==> src/uie_pkg.sv <==
package uie_pkg;

  // register port geometry
  localparam int ADDR_W = 16;
  localparam int DATA_W = 8;

  // setup packet buffer, one byte per address
  localparam logic [15:0] SETUP_REQUEST_TYPE_ADDR = 16'hff28;
  localparam logic [15:0] SETUP_REQUEST_CODE_ADDR = 16'hff29;
  localparam logic [15:0] SETUP_VALUE_LO_ADDR = 16'hff2a;
  localparam logic [15:0] SETUP_VALUE_HI_ADDR = 16'hff2b;
  localparam logic [15:0] SETUP_INDEX_LO_ADDR = 16'hff2c;
  localparam logic [15:0] SETUP_INDEX_HI_ADDR = 16'hff2d;
  localparam logic [15:0] SETUP_LENGTH_LO_ADDR = 16'hff2e;
  localparam logic [15:0] SETUP_LENGTH_HI_ADDR = 16'hff2f;
  localparam int SETUP_BYTES = 8;
  localparam int SETUP_IDX_W = 3;

  // endpoint configuration and event registers
  localparam logic [15:0] IN_ENDPOINT_CONFIG_ADDR = 16'hff08;
  localparam logic [15:0] EVENT_STATUS_ADDR = 16'hff10;
  localparam logic [15:0] EVENT_MASK_ADDR = 16'hff11;

  // configuration byte fields, common to both layouts
  localparam int CFG_ON_BIT = 7;
  localparam int CFG_ISO_BIT = 6;
  // non-isochronous layout
  localparam int CFG_TOGGLE_BIT = 5;
  localparam int CFG_DUAL_BIT = 4;
  localparam int CFG_STALL_BIT = 3;
  localparam int CFG_IRQ_GATE_BIT = 2;
  localparam logic [7:0] CFG_RESERVED_MASK = 8'h03;
  // isochronous layout
  localparam int CFG_OVERRUN_BIT = 5;
  localparam int CFG_FRAME_BYTES_MSB = 4;
  localparam int FRAME_W = 5;
  localparam logic [7:0] CFG_RESET = 8'h00;

  // event status bits
  localparam int EV_XFER_DONE = 0;
  localparam int EV_SETUP_RCVD = 1;
  localparam int EV_OVERRUN = 2;
  localparam int EV_W = 3;
  localparam logic [EV_W-1:0] EV_RESET = 3'h0;

  // packet count and derived byte count widths
  localparam int COUNT_W = 7;
  localparam int BYTES_W = 13;

  // answer given to an IN token
  typedef enum logic [2:0] {
    UIE_RESP_NONE,
    UIE_RESP_NAK,
    UIE_RESP_STALL,
    UIE_RESP_DATA0,
    UIE_RESP_DATA1
  } uie_resp_type;

endpackage

==> src/uie_setup_buf.sv <==
`timescale 1ns/100ps
module uie_setup_buf (
  // clock and reset
  input wire logic clk,
  input wire logic rstn,
  // byte write side from the packet receiver
  input wire logic wrEn,
  input wire logic [uie_pkg::SETUP_IDX_W-1:0] wrIdx,
  input wire logic [uie_pkg::DATA_W-1:0] wrByte,
  // read side for software
  input wire logic [uie_pkg::SETUP_IDX_W-1:0] rdIdx,
  output logic [uie_pkg::DATA_W-1:0] rdByte
);
  import uie_pkg::*;

  logic [DATA_W-1:0] store [SETUP_BYTES];

  // bytes land in arrival order, so word fields stay little-endian
  always_ff @(posedge clk or negedge rstn) begin
    if (!rstn) begin
      for (int i = 0; i < SETUP_BYTES; i++) begin
        store[i] <= 8'h00;
      end
    end else if (wrEn) begin
      store[wrIdx] <= wrByte;
    end
  end

  // plain read mux, registered by the caller
  assign rdByte = store[rdIdx];
endmodule

==> src/uie_byte_count.sv <==
`timescale 1ns/100ps
module uie_byte_count (
  // clock and reset
  input wire logic clk,
  input wire logic rstn,
  // packet count and layout
  input wire logic isoMode,
  input wire logic [uie_pkg::COUNT_W-1:0] packetCount,
  input wire logic [uie_pkg::FRAME_W-1:0] frameByteCount,
  // bytes to move for the current packet
  output logic [uie_pkg::BYTES_W-1:0] byteCount
);
  import uie_pkg::*;

  logic [FRAME_W:0] bytesPerFrame;
  logic [BYTES_W-1:0] isoBytes;

  // field value plus one gives 1..32 bytes per sample
  assign bytesPerFrame = {1'b0, frameByteCount} + 6'h01;
  // widen both factors first so the product is never cut to seven bits
  assign isoBytes = BYTES_W'(packetCount) * BYTES_W'(bytesPerFrame);

  // samples for isochronous, bytes otherwise
  always_ff @(posedge clk or negedge rstn) begin
    if (!rstn) begin
      byteCount <= 13'h0000;
    end else begin
      byteCount <= isoMode ? isoBytes : {6'h00, packetCount};
    end
  end
endmodule

==> src/uie_in_endpoint.sv <==
// Decided for this implementation: the address-and-strobe port.
`timescale 1ns/100ps
// Overview of operation
// - low six config bits mean different things for isochronous and other endpoints
// - bit 7 enables the endpoint; disabled endpoints ignore IN tokens
// - setup stage bytes are captured even while the endpoint is disabled
// - bit 6 selects isochronous layout, zero selects control/interrupt/bulk
// - non-iso toggle bit 5 flips after each acknowledged data packet
// - toggle zero sends DATA0, toggle one sends DATA1
// - bit 4 set alternates X and Y buffers, clear uses X only
// - non-iso stall bit 3 answers every token on an enabled endpoint with STALL, no software involved
// - bit 2 gates the endpoint interrupt request
// - non-iso bits 1 and 0 are reserved and have no effect
// - iso overrun flag bit 5 set by hardware, cleared only by software
// - iso bits 4:0 give bytes per sample as value plus one
// - the eight setup bytes are stored in a readable buffer
// - setup bytes sit at ff28 through ff2f in packet order
// - isochronous endpoints never answer NAK; empty status is ignored
// - iso packet count is samples, converted to bytes with bytes per sample
module uie_in_endpoint (
  // clock and reset
  input wire logic clk,
  input wire logic rstn,
  // register port
  input wire logic [uie_pkg::ADDR_W-1:0] regAddr,
  input wire logic [uie_pkg::DATA_W-1:0] regWrData,
  input wire logic regWrStb,
  input wire logic regRdStb,
  output logic [uie_pkg::DATA_W-1:0] regRdData,
  // setup stage bytes from the packet receiver
  input wire logic setupStart,
  input wire logic setupByteValid,
  input wire logic [uie_pkg::DATA_W-1:0] setupByte,
  // IN transaction events from the packet engine
  input wire logic inToken,
  input wire logic hostAck,
  input wire logic hostNoAck,
  input wire logic overrunEvent,
  // buffer status held in the count bytes
  input wire logic xEmpty,
  input wire logic yEmpty,
  input wire logic [uie_pkg::COUNT_W-1:0] x_packet_count,
  input wire logic [uie_pkg::COUNT_W-1:0] y_packet_count,
  // answer to the packet engine
  output logic respValid,
  output uie_pkg::uie_resp_type respKind,
  output logic respUseY,
  output logic [uie_pkg::BYTES_W-1:0] respByteCount,
  output logic xEmptySet,
  output logic yEmptySet,
  // interrupt
  output logic irq
);
  import uie_pkg::*;

  typedef enum {UIE_IDLE, UIE_WAIT_ACK} uie_state_type;

  uie_state_type state_reg;
  logic [DATA_W-1:0] cfg_reg;
  logic useY_reg;
  logic [SETUP_IDX_W-1:0] setupIdx_reg;
  logic setupFull_reg;
  logic [EV_W-1:0] evStatus_reg;
  logic [EV_W-1:0] evMask_reg;
  logic [EV_W-1:0] evSet;
  logic respValid_reg;
  uie_resp_type respKind_reg;
  logic respUseY_reg;
  logic xEmptySet_reg;
  logic yEmptySet_reg;
  logic irq_reg;
  logic [DATA_W-1:0] regRdData_reg;
  logic [DATA_W-1:0] setupRdByte;
  logic [DATA_W-1:0] cfg_next;
  logic [COUNT_W-1:0] curCount;
  logic endpointOn;
  logic isoMode;
  logic toggle;
  logic dualBuf;
  logic stallOn;
  logic irqGate;
  logic curEmpty;
  logic setupSel;
  logic cfgWrite;
  logic statusWrite;
  logic maskWrite;
  logic xferDone;
  logic setupLast;
  logic overrunHit;

  // field views; bits 1:0 are decoded nowhere in non-iso mode
  assign endpointOn = cfg_reg[CFG_ON_BIT];
  assign isoMode = cfg_reg[CFG_ISO_BIT];
  assign toggle = cfg_reg[CFG_TOGGLE_BIT] & ~isoMode;
  assign dualBuf = cfg_reg[CFG_DUAL_BIT] & ~isoMode;
  assign stallOn = cfg_reg[CFG_STALL_BIT] & ~isoMode;
  assign irqGate = cfg_reg[CFG_IRQ_GATE_BIT] & ~isoMode;

  // register decode
  assign setupSel = regAddr[ADDR_W-1:SETUP_IDX_W] == SETUP_REQUEST_TYPE_ADDR[ADDR_W-1:SETUP_IDX_W];
  assign cfgWrite = regWrStb && regAddr == IN_ENDPOINT_CONFIG_ADDR;
  assign statusWrite = regWrStb && regAddr == EVENT_STATUS_ADDR;
  assign maskWrite = regWrStb && regAddr == EVENT_MASK_ADDR;

  // buffer in use: iso runs one circular buffer at X
  assign curEmpty = useY_reg ? yEmpty : xEmpty;
  assign curCount = (useY_reg && !isoMode) ? y_packet_count : x_packet_count;

  // completion and event sources
  assign xferDone = state_reg == UIE_WAIT_ACK && hostAck;
  assign setupLast = setupByteValid && !setupFull_reg && setupIdx_reg == 3'h7;
  assign overrunHit = overrunEvent && isoMode;

  // setup stage capture ignores the enable bit
  uie_setup_buf setupBuf (
    .clk(clk),
    .rstn(rstn),
    .wrEn(setupByteValid && !setupFull_reg),
    .wrIdx(setupIdx_reg),
    .wrByte(setupByte),
    .rdIdx(regAddr[SETUP_IDX_W-1:0]),
    .rdByte(setupRdByte)
  );

  // byte count for the packet about to go out
  uie_byte_count byteCnt (
    .clk(clk),
    .rstn(rstn),
    .isoMode(isoMode),
    .packetCount(curCount),
    .frameByteCount(cfg_reg[CFG_FRAME_BYTES_MSB:0]),
    .byteCount(respByteCount)
  );

  // setup byte index; a ninth byte is dropped, not wrapped over byte 0
  always_ff @(posedge clk or negedge rstn) begin
    if (!rstn) begin
      setupIdx_reg <= 3'h0;
      setupFull_reg <= 1'b0;
    end else if (setupStart) begin
      setupIdx_reg <= 3'h0;
      setupFull_reg <= 1'b0;
    end else if (setupByteValid && !setupFull_reg) begin
      setupIdx_reg <= setupIdx_reg + 3'h1;
      setupFull_reg <= setupLast;
    end
  end

  // configuration byte: software write, then hardware updates
  always_comb begin
    cfg_next = cfg_reg;
    if (cfgWrite) begin
      cfg_next = regWrData;
    end
    // flip only after the host accepted a data packet
    if (xferDone && !isoMode) begin
      cfg_next[CFG_TOGGLE_BIT] = ~cfg_reg[CFG_TOGGLE_BIT];
    end
    // overrun set wins over a software clear in the same cycle
    if (overrunHit) begin
      cfg_next[CFG_OVERRUN_BIT] = 1'b1;
    end
  end

  always_ff @(posedge clk or negedge rstn) begin
    if (!rstn) begin
      cfg_reg <= CFG_RESET;
    end else begin
      cfg_reg <= cfg_next;
    end
  end

  // transaction sequencer
  always_ff @(posedge clk or negedge rstn) begin
    if (!rstn) begin
      state_reg <= UIE_IDLE;
    end else begin
      unique case (state_reg)
        UIE_IDLE: begin
          // only non-iso data packets wait for a handshake
          if (inToken && endpointOn && !isoMode && !stallOn && !curEmpty) begin
            state_reg <= UIE_WAIT_ACK;
          end
        end
        UIE_WAIT_ACK: begin
          if (hostAck || hostNoAck) begin
            state_reg <= UIE_IDLE;
          end
        end
      endcase
    end
  end

  // answer to a token, one cycle after it
  always_ff @(posedge clk or negedge rstn) begin
    if (!rstn) begin
      respValid_reg <= 1'b0;
      respKind_reg <= UIE_RESP_NONE;
      respUseY_reg <= 1'b0;
    end else begin
      respValid_reg <= 1'b0;
      if (inToken && state_reg == UIE_IDLE) begin
        respValid_reg <= 1'b1;
        respUseY_reg <= useY_reg;
        if (!endpointOn) begin
          respKind_reg <= UIE_RESP_NONE;
        end else if (stallOn) begin
          respKind_reg <= UIE_RESP_STALL;
        end else if (isoMode) begin
          respKind_reg <= UIE_RESP_DATA0;
        end else if (curEmpty) begin
          respKind_reg <= UIE_RESP_NAK;
        end else begin
          respKind_reg <= toggle ? UIE_RESP_DATA1 : UIE_RESP_DATA0;
        end
      end
    end
  end

  // ping-pong pointer; single buffer mode stays on X
  always_ff @(posedge clk or negedge rstn) begin
    if (!rstn) begin
      useY_reg <= 1'b0;
    end else if (!dualBuf) begin
      useY_reg <= 1'b0;
    end else if (xferDone) begin
      useY_reg <= ~useY_reg;
    end
  end

  // mark the drained buffer empty after success
  always_ff @(posedge clk or negedge rstn) begin
    if (!rstn) begin
      xEmptySet_reg <= 1'b0;
      yEmptySet_reg <= 1'b0;
    end else begin
      xEmptySet_reg <= xferDone && !useY_reg;
      yEmptySet_reg <= xferDone && useY_reg;
    end
  end

  // sticky events, write one to clear, set beats clear
  assign evSet = {overrunHit, setupLast, xferDone};

  always_ff @(posedge clk or negedge rstn) begin
    if (!rstn) begin
      evStatus_reg <= EV_RESET;
    end else if (statusWrite) begin
      evStatus_reg <= (evStatus_reg & ~regWrData[EV_W-1:0]) | evSet;
    end else begin
      evStatus_reg <= evStatus_reg | evSet;
    end
  end

  always_ff @(posedge clk or negedge rstn) begin
    if (!rstn) begin
      evMask_reg <= EV_RESET;
    end else if (maskWrite) begin
      evMask_reg <= regWrData[EV_W-1:0];
    end
  end

  // the config gate keeps irq low even with status pending
  always_ff @(posedge clk or negedge rstn) begin
    if (!rstn) begin
      irq_reg <= 1'b0;
    end else begin
      irq_reg <= irqGate && |(evStatus_reg & evMask_reg);
    end
  end

  // read data stands for one cycle only; unmapped reads give zero
  always_ff @(posedge clk or negedge rstn) begin
    if (!rstn) begin
      regRdData_reg <= 8'h00;
    end else if (regRdStb) begin
      if (setupSel) begin
        regRdData_reg <= setupRdByte;
      end else if (regAddr == IN_ENDPOINT_CONFIG_ADDR) begin
        regRdData_reg <= cfg_reg;
      end else if (regAddr == EVENT_STATUS_ADDR) begin
        regRdData_reg <= {5'h00, evStatus_reg};
      end else if (regAddr == EVENT_MASK_ADDR) begin
        regRdData_reg <= {5'h00, evMask_reg};
      end else begin
        regRdData_reg <= 8'h00;
      end
    end else begin
      regRdData_reg <= 8'h00;
    end
  end

  // outputs straight from flops
  assign regRdData = regRdData_reg;
  assign respValid = respValid_reg;
  assign respKind = respKind_reg;
  assign respUseY = respUseY_reg;
  assign xEmptySet = xEmptySet_reg;
  assign yEmptySet = yEmptySet_reg;
  assign irq = irq_reg;
endmodule

==> config.mk <==
export PLATFORM = sky130hd
export DESIGN_NAME = uie_in_endpoint
export DESIGN_NICKNAME = d
export VERILOG_FILES = /design/src/uie_pkg.sv /design/src/uie_setup_buf.sv /design/src/uie_byte_count.sv /design/src/uie_in_endpoint.sv
export SDC_FILE = /design/constraint.sdc
export NUM_CORES = 1
export LEC_CHECK = 0
export ABC_AREA = 1
export BUFFER_PORTS_ARGS = -buffer_cell sky130_fd_sc_hd__buf_2
export CORE_ASPECT_RATIO = 0.6
export CORE_MARGIN = 3
export CORE_UTILIZATION = 55
export DETAILED_ROUTE_END_ITERATION = 16
export GPL_ROUTABILITY_DRIVEN = 0
export GPL_TIMING_DRIVEN = 1
export PLACE_DENSITY = 0.76
export SYNTH_ARGS = -nofsm -noshare
export SYNTH_HDL_FRONTEND = slang
export SYNTH_HIERARCHICAL = 1
export SYNTH_SLANG_ARGS = --single-unit
==> constraint.sdc <==
create_clock -name clk -period 7.97 [get_ports clk]
set_input_delay 2.391 -clock clk [delete_from_list [all_inputs] [get_ports clk]]
set_output_delay 2.391 -clock clk [all_outputs]
set_load 0.02 [all_outputs]
==> summary.md, run 1 <==
| Metric | Value |
|---|---|
| Run status | `finished, final reports clean` |
| Dpl cell area | `7360 um2` |
| 1st-pass router iterations | `9` |
| Post-Synth Adder-Cell Area | `0.105` |
| Mapped Area | `6880 um2` |
| Area growth syn-to-layout | `17.6%` |
| Via density | `5.19` |
| Clock power frac | `0.516` |
| DP HPWL | `12.4 mm` |
| Setup TNS | `0 ns` |
| Crit path required time | `8.27 ns` |
| Final Instance Area | `8090 um2` |
| Warnings from Yosys | `6` |
| PD cells | `226 nW/um2` |
| Wire length per cell | `15.2 um` |
| Fillers | `958` |
| Post-synthesis compound-gate area fraction | `0.0935` |
| Xor and xnor area share after synthesis | `0.00255` |
| NumNets Final | `1092` |
| Routed Antenna Nets | `0` |
| Top flop regs | `setupBuf/store (64), byteCnt/byteCount (13)` |
| Clk Latency, worst-skew pair | `between 0.4 and 0.5 ns` |
| Fmax | `185 MHz` |
| Least-Margin Pin Slew | `roughly 1.0 ns` |
| Sequential share of power | `0.370` |
| P_int | `between 1000 and 1500 uW` |
| Switching power | `445 uW` |
| Min Tclk post-route | `roughly 5.4 ns` |
| Core area | `roughly 12000 um2` |
| FF-to-FF End | `byteCnt/byteCount[10]$_DFF_PN0_` |
| Row Count | `30` |
| Setup crit end | `byteCnt/byteCount[10]$_DFF_PN0_` |
| WL final | `17.7 mm` |
| Post CTS Setup Buffer Count | `0` |
| Worst R2R Path Depth | `17` |
| Most used DFF post-synth | `dfrtp_1` |
| Number of distinct library cells after synthesis | `38` |
| Async set-reset flop share out of synthesis | `1.00` |
| Seq/Total Area, Yosys | `0.411` |
| Final total power | `around 1800 uW` |
| R2R Path Start | `cfg_reg[6]$_DFFE_PN0P_` |
| Synth Area in Simple Gates | `0.258` |
| Max_cap viols | `0` |
| Fraction of layout cells with a size suffix above 1 | `0.158` |
| Full die area | `13900 um2` |
| CP Capture Type | `flip-flop` |
| Worst-case vdd ir drop | `0.162 mV` |
| Cts hold-fix bufs | `0` |
| Final setup viols | `0` |
| RSZ-0062 raised after global routing | `false` |
| Overall Global Routing Usage | `0.269` |
| Slew Limit Fails | `0` |
| Post_cts resized | `0` |
| Comb power frac | `0.115` |
| Largest net degree at the start of global routing | `77` |
| Relative slew slack | `0.308` |
| Max clock buf depth | `2` |
| Chip height | `92.6 um` |
| Mapped Avg Cell Area | `7.59 um2` |
| Crit path arrival time | `5.70 ns` |
| CTS tree | `yes` |
| Count of input and output buffers | `86` |
| Crit Path Class | `in2reg` |
| First-pass GRT wire length | `29.1 mm` |
| Initial antenna violation count | `0` |
| Most frequent cells in the layout | `282 x nand2_1, 173 x inv_1, 113 x dfrtp_1` |
| Post-synthesis mux area share | `0.0115` |
| Crit share post-route | `0.677` |
| Synthesis-stage register bit count | `113` |
| DRC viols | `0` |
| Global route overflow | `0` |
| Via Count | `6036` |
| Startpoint types | `input pin` |
| CTS clk-pin slew, worst paths | `about 0.050 ns` |
| Switching part of the total | `0.244` |
| Hold Startpoint | `respKind[0]$_DFFE_PN0P_` |
| Reg with most FFs | `setupBuf/store` |
| Clock skew | `0.00714 ns` |
| Root buffer cell | `clkbuf_16` |
| Critical path origin | `x_packet_count[4]` |
| Io pins | `87` |
| Vias in the first global route | `5783` |
| Largest family of logic cells by synthesized area | `simple AND/OR/NAND/NOR gates` |
| Total CTS buffers | `17` |
| Most common cell after layout, fill and taps aside | `nand2_1` |
| Max H-tree Level | `4` |
| Antenna Cells | `0` |
| Cells after Synth | `approximately 910` |
| R2r setup slk | `3.11 ns` |
| Syn Nets | `between 1000 and 1500` |
| Endpoints failing hold | `0` |
| EDFF count, synth | `0` |
| Worst Path Max Fanout | `6` |
| Worst Hold Class | `reg2reg` |
| Initial Util | `0.586` |
| Leakage | `0.00451 uW` |
| Clock sink count | `~110` |
| Die width | `150 um` |
| DR iter-0 viols | `568` |
| Max FFs per register | `64` |
-- stage by stage --
step | instances | setup WS (ns) | hold WS, ns | util
finish | 1162 | 2.58 | 0.476 | 0.689
global route | 1162 | 2.38 | 0.501 | 0.689
CTS | 1162 | 2.62 | 0.483 | 0.689
detailed placement | 1130 | 2.19 | 0.469 | 0.627
global placement | 1130 | 2.25 | 0.466 | 0.627
floorplan | 907 | 2.52 | 0.453 | -
-- kinds of logic (layout without fill, tap and decap cells) --
group | count (synthesis) | count (layout)
muxes | 7 | 7
and+or+nand+nor | 418 | 418
adders and majority gates | 45 | 45
buffers and inverters | 200 | 295
DFF | 113 | 113
xor gates and xnor gates | 2 | 2
AOI/OAI and AO/OA | 122 | 122
-- worst max-delay path, cell delays in order --
cell,delay (ns)
buf_2,0.10
mux2_2,0.29
inv_1,0.18
nor2_1,0.09
fa_1,0.46
fa_1,0.54
inv_1,0.06
fa_1,0.52
inv_1,0.04
ha_1,0.39
a21oi_2,0.24
nor2_1,0.06
nor2_1,0.12
nand3_1,0.08
nand2_1,0.06
nor2_1,0.05
-- Yosys cell counts, types with 7 or more instances --
cell	count	area, um2
inv_1	173	649
o21ai_0	85	425
a21oi_1	22	110
dfrtp_1	113	2830
ha_1	24	300
nand2_2	8	50.1
buf_2	10	50.1
nor2_1	46	173
nor2_2	7	43.8
mux2_2	7	78.8
nand3_1	58	290
fa_1	21	420
nand2_1	282	1060
-- cell type report --
type | count | area, um2 | area share
sequential | 113 | 2830 | 0.349
timing repair buffer | 87 | 440 | 0.0544
clock buffer | 19 | 453 | 0.0560
multi-input combinational | 594 | 3230 | 0.399
inverter | 176 | 661 | 0.0816
tap | 160 | 200 | 0.0247
clock inverter | 13 | 279 | 0.0345
-- power groups by stage --
stage	clock network [uW]	logic [uW]	registers [uW]
after floorplan	0	136	677
after global placement	0	195	680
after detailed placement	0	202	680
after CTS	949	208	674
after global routing	976	244	682
final	941	209	675
-- worst min path at each step --
stage	endpoint	slack (ns)	cells after the start
final	respKind[0]$_DFFE_PN0P_	0.48	2
after CTS	respKind[0]$_DFFE_PN0P_	0.48	2
after global placement	setupBuf/store[28]$_DFFE_PN0P_	0.47	2
after detailed placement	respKind[0]$_DFFE_PN0P_	0.47	2
after floorplan	setupBuf/store[10]$_DFFE_PN0P_	0.45	2
after global routing	respUseY$_DFFE_PN0P_	0.50	2
-- layer usage --
layer,share of wire,GRT usage,vias up
met5,0,0,-
met4,0.010,0.0715,0
met3,0.11,0.0861,22
met2,0.39,0.362,283
met1,0.49,0.414,2784
li1,-,-,2947
No activity file was read; power rests on OpenSTA's default activity.
==> run 2: changes to the inputs <==
Settings changed: ABC_AREA 1 to 0, PLACE_DENSITY 0.76 to 0.77.
Clock period 7.97 ns to 5.5 ns, I/O delays scaled along.
==> run 2 against run 1 <==
Against the previous run:
- sequential cell count unchanged
- hold slack better by 0.023 ns
- count of clock-buffer cells in the layout down 1
- die area down 5.0%
- power up 33%
- clock skew up 0.00079 ns
- critical path depth down 3
- utilization down 1.6 points
- largest cell class unchanged
- routed wire length down 11%
- clock power up 22%
- register-to-register slack worse by 2.3 ns
==> summary.md, run 2 <==
| Metric | Value |
|---|---|
| Run status | `finished, final reports clean` |
| Multi-input gate area | `3440 um2 (+6.5%)` |
| Area leader, netlist | `dfrtp_1` |
| Reg with most FFs | `setupBuf/store` |
| Comb power frac | `0.117 (+0.002)` |
| Full die area | `13200 um2 (-5.0%)` |
| Routed Antenna Nets | `0 (unchanged)` |
| Hold Path Depth | `1 (-1)` |
| Top cells by area, synth | `dfrtp_1 43%, mux2_2 16%, fa_1 6.5%` |
| Die width | `147 um (-2.6%)` |
| Core area | `11400 um2 (-2.6%)` |
| PD cells | `314 nW/um2 (+39%)` |
| Global route overflow | `0 (unchanged)` |
| Most frequent cells after synthesis | `113 x dfrtp_1, 93 x mux2_2, 39 x inv_1` |
| Slew Limit Fails | `0 (unchanged)` |
| Setup TNS | `0 ns (unchanged)` |
| Max clock buf depth | `2 (unchanged)` |
| Worst-case vdd ir drop | `0.235 mV (+45%)` |
| Most frequent cells in the layout | `113 x dfrtp_1, 93 x mux2_2, 85 x buf_2` |
| Mapped Area | `6520 um2 (-5.3%)` |
| P_int | `1830 uW (+33%)` |
| Mapped Avg Cell Area | `12.6 um2 (+67%)` |
| Area share of the largest cell type after synthesis | `0.434 (+0.0229)` |
| Fmax | `about 210 MHz` |
| Syn Nets | `619 (-39%)` |
| Final setup viols | `0 (unchanged)` |
| Clock skew | `0.00793 ns (+0.000792 ns)` |
| Crit path arrival time | `5.17 ns (-0.53 ns)` |
| Number of distinct library cells after synthesis | `57 (+50%)` |
| Top flop regs | `setupBuf/store (64), byteCnt/byteCount (13)` |
| Dpl cell area | `7090 um2 (-3.7%)` |
| Crit path required time | `5.83 ns (-2.44 ns)` |
| Count of input and output buffers | `86 (unchanged)` |
| Min Tclk post-route | `about 4.8 ns` |
| Worst Hold Class | `reg2reg` |
| Largest net degree at the start of global routing | `82 (+6.5%)` |
| NumNets Final | `711 (-35%)` |
| Top Family by Delay on Critical Path | `adder cells` |
| Post-Place Cells | `749 (-34%)` |
| Most common cell in the netlist | `dfrtp_1` |
| Via Count | `4511 (-25%)` |
| Max FFs per register | `64 (unchanged)` |
| Initial antenna violation count | `0 (unchanged)` |
| Cts hold-fix bufs | `0 (unchanged)` |
| Seq. cell area | `2830 um2 (unchanged)` |
| Cells after Synth | `516 (-43%)` |
| First-pass GRT wire length | `25.1 mm (-14%)` |
| Initial Util | `0.569 (-0.0163)` |
| EDFF count, synth | `0 (unchanged)` |
| CP Buf/Inv Count | `3 (-1)` |
| Worst Path Max Fanout | `7 (+1)` |
| Fraction of layout cells with a size suffix above 1 | `0.374 (+0.216)` |
| Clock sink count | `113 (unchanged)` |
| 1st-pass router iterations | `5 (-4)` |
| Hold Startpoint | `setupBuf/store[39]$_DFFE_PN0P_` |
| Crit share post-route | `0.880` |
| DP HPWL | `10.9 mm (-12%)` |
| Relative slew slack | `0.313 (+0.00515)` |
| Final std cells w/o fill | `781 (-33%)` |
| Warnings from Yosys | `6 (unchanged)` |
| Chip height | `90.3 um (-2.5%)` |
| Final Instance Area | `7710 um2 (-4.8%)` |
| Leakage | `0.00391 uW (-13%)` |
| Via density | `5.78 (+11%)` |
| Area growth syn-to-layout | `18.3%` |
| Switching power | `592 uW (+33%)` |
| Antenna Cells | `0 (unchanged)` |
| Wire length per cell | `20.1 um (+32%)` |
| Crit Path Class | `in2reg` |
| Hold Crit Endpoint | `setupBuf/store[39]$_DFFE_PN0P_` |
| RSZ-0062 raised after global routing | `false` |
| Root buffer cell | `clkbuf_16` |
| Worst R2R Path Depth | `15 (-2)` |
| Max H-tree Level | `4 (unchanged)` |
| Most common cell after layout, fill and taps aside | `dfrtp_1` |
| CP Capture Type | `flip-flop` |
| Switching part of the total | `0.245 (+0.000657)` |
| DR iter-0 viols | `283 (-50%)` |
| Total CTS buffers | `17 (unchanged)` |
| CTS clk-pin slew, worst paths | `0.06 ns (about the same)` |
| Startpoint types | `input pin` |
| Synthesis-stage register bit count | `113 (unchanged)` |
| WL final | `15.7 mm (-11%)` |
| R2r setup slk | `0.83 ns (-2.28 ns)` |
| Post CTS Setup Buffer Count | `0 (unchanged)` |
| Final total power | `2420 uW (+33%)` |
| R2R Path Start | `cfg_reg[6]$_DFFE_PN0P_` |
| Crit path max-delay cell type | `fa_1` |
| Clock power frac | `0.474 (-0.042)` |
| Clk Latency, worst-skew pair | `0.41 ns (about the same)` |
| DRC viols | `0 (unchanged)` |
| Sequential share of power | `0.409 (+0.039)` |
| Worst path cell trace | `buf_2 -> mux2_2 -> and2_1 -> fa_1 -> fa_1 -> inv_1 -> fa_1 -> inv_1 -> ha_1 -> nand2_1 -> nand4_1 -> a31oi_1 -> mux2i_1` |
| FF-to-FF End | `byteCnt/byteCount[10]$_DFF_PN0_` |
| Post_cts resized | `0 (unchanged)` |
| Io pins | `87 (unchanged)` |
| Most used DFF post-synth | `dfrtp_1` |
| Fillers | `839 (-12%)` |
| Overall Global Routing Usage | `0.244 (-0.0258)` |
| Least-Margin Pin Slew | `1.03 ns (-0.00659 ns)` |
| Seq/Total Area, Yosys | `0.434 (+0.0229)` |
| Row Count | `30 (unchanged)` |
| Logic depth of the worst path, buffers included | `13 (-3)` |
| Max_cap viols | `0 (unchanged)` |
| Endpoints failing hold | `0 (unchanged)` |
| CTS tree | `yes` |
| Async set-reset flop share out of synthesis | `1.00 (unchanged)` |
| Most common cell on crit path | `fa_1` |
| Vias in the first global route | `4628 (-20%)` |
| CP max stage delay | `0.56 ns (+0.02 ns)` |
-- run 2: cell count changes after synthesis, sizes merged, moves of 7 or more --
cell / delta
nand3: -52
inv: -137
nand2b: +7
nor2b: +8
buf: -9
nor2: -36
mux4: +16
a21oi: -15
xnor2: +8
mux2: +88
and2: +27
nand2: -263
a21o: +7
o21ai: -80
-- run 2: power groups by stage --
stage	Combinational, uW	Clock [uW]	Sequential [uW]
after global placement	266	0	989
after global routing	306	1190	1000
final	283	1150	989
after detailed placement	279	0	999
after floorplan	194	0	982
after CTS	284	1160	987
-- run 2: per-layer routing --
layer	global-route usage	vias up	part of all wire
met3	0.0597	24	0.070
met1	0.360	2288	0.46
met2	0.362	167	0.45
li1	-	2032	-
met4	0.0704	0	0.013
met5	0	-	0
-- run 2: layout make-up --
type	instances	share of cell area
Sequential cell	113	0.367
Tap cell	160	0.0260
Timing Repair Buffer	91	0.0610
Multi-Input combinational cell	346	0.447
Clock buffer	18	0.0570
Inverter	39	0.0190
Clock inverter	14	0.0237
-- run 2: worst max-delay path by stage --
stage                     slack (ns)                              end              start
after detailed placement        0.32  byteCnt/byteCount[10]$_DFF_PN0_  y_packet_count[3]
after floorplan                 0.66   byteCnt/byteCount[9]$_DFF_PN0_  x_packet_count[3]
after global routing            0.54  byteCnt/byteCount[10]$_DFF_PN0_  x_packet_count[2]
after CTS                       0.70  byteCnt/byteCount[10]$_DFF_PN0_  y_packet_count[3]
final                           0.66  byteCnt/byteCount[10]$_DFF_PN0_  y_packet_count[3]
after global placement          0.39  byteCnt/byteCount[10]$_DFF_PN0_  x_packet_count[2]
-- run 2: logic make-up (layout without fill, tap and decap cells) --
logic type      Yosys count  after routing  synth area share
mux                     116            116             0.236
xor+xnor                 10             10            0.0146
simple gates            126            126             0.113
flops                   113            113             0.434
buf+inv                  57            162            0.0380
compound gates           49             49            0.0538
fa+ha+maj                45             45             0.111
-- run 2: through the flow --
stage,setup slack (ns),utilization,hold slack [ns]
after floorplan,0.664,-,0.463
after global placement,0.390,0.619,0.464
after detailed placement,0.324,0.619,0.480
after CTS,0.696,0.673,0.492
after global routing,0.537,0.673,0.514
final,0.658,0.673,0.499
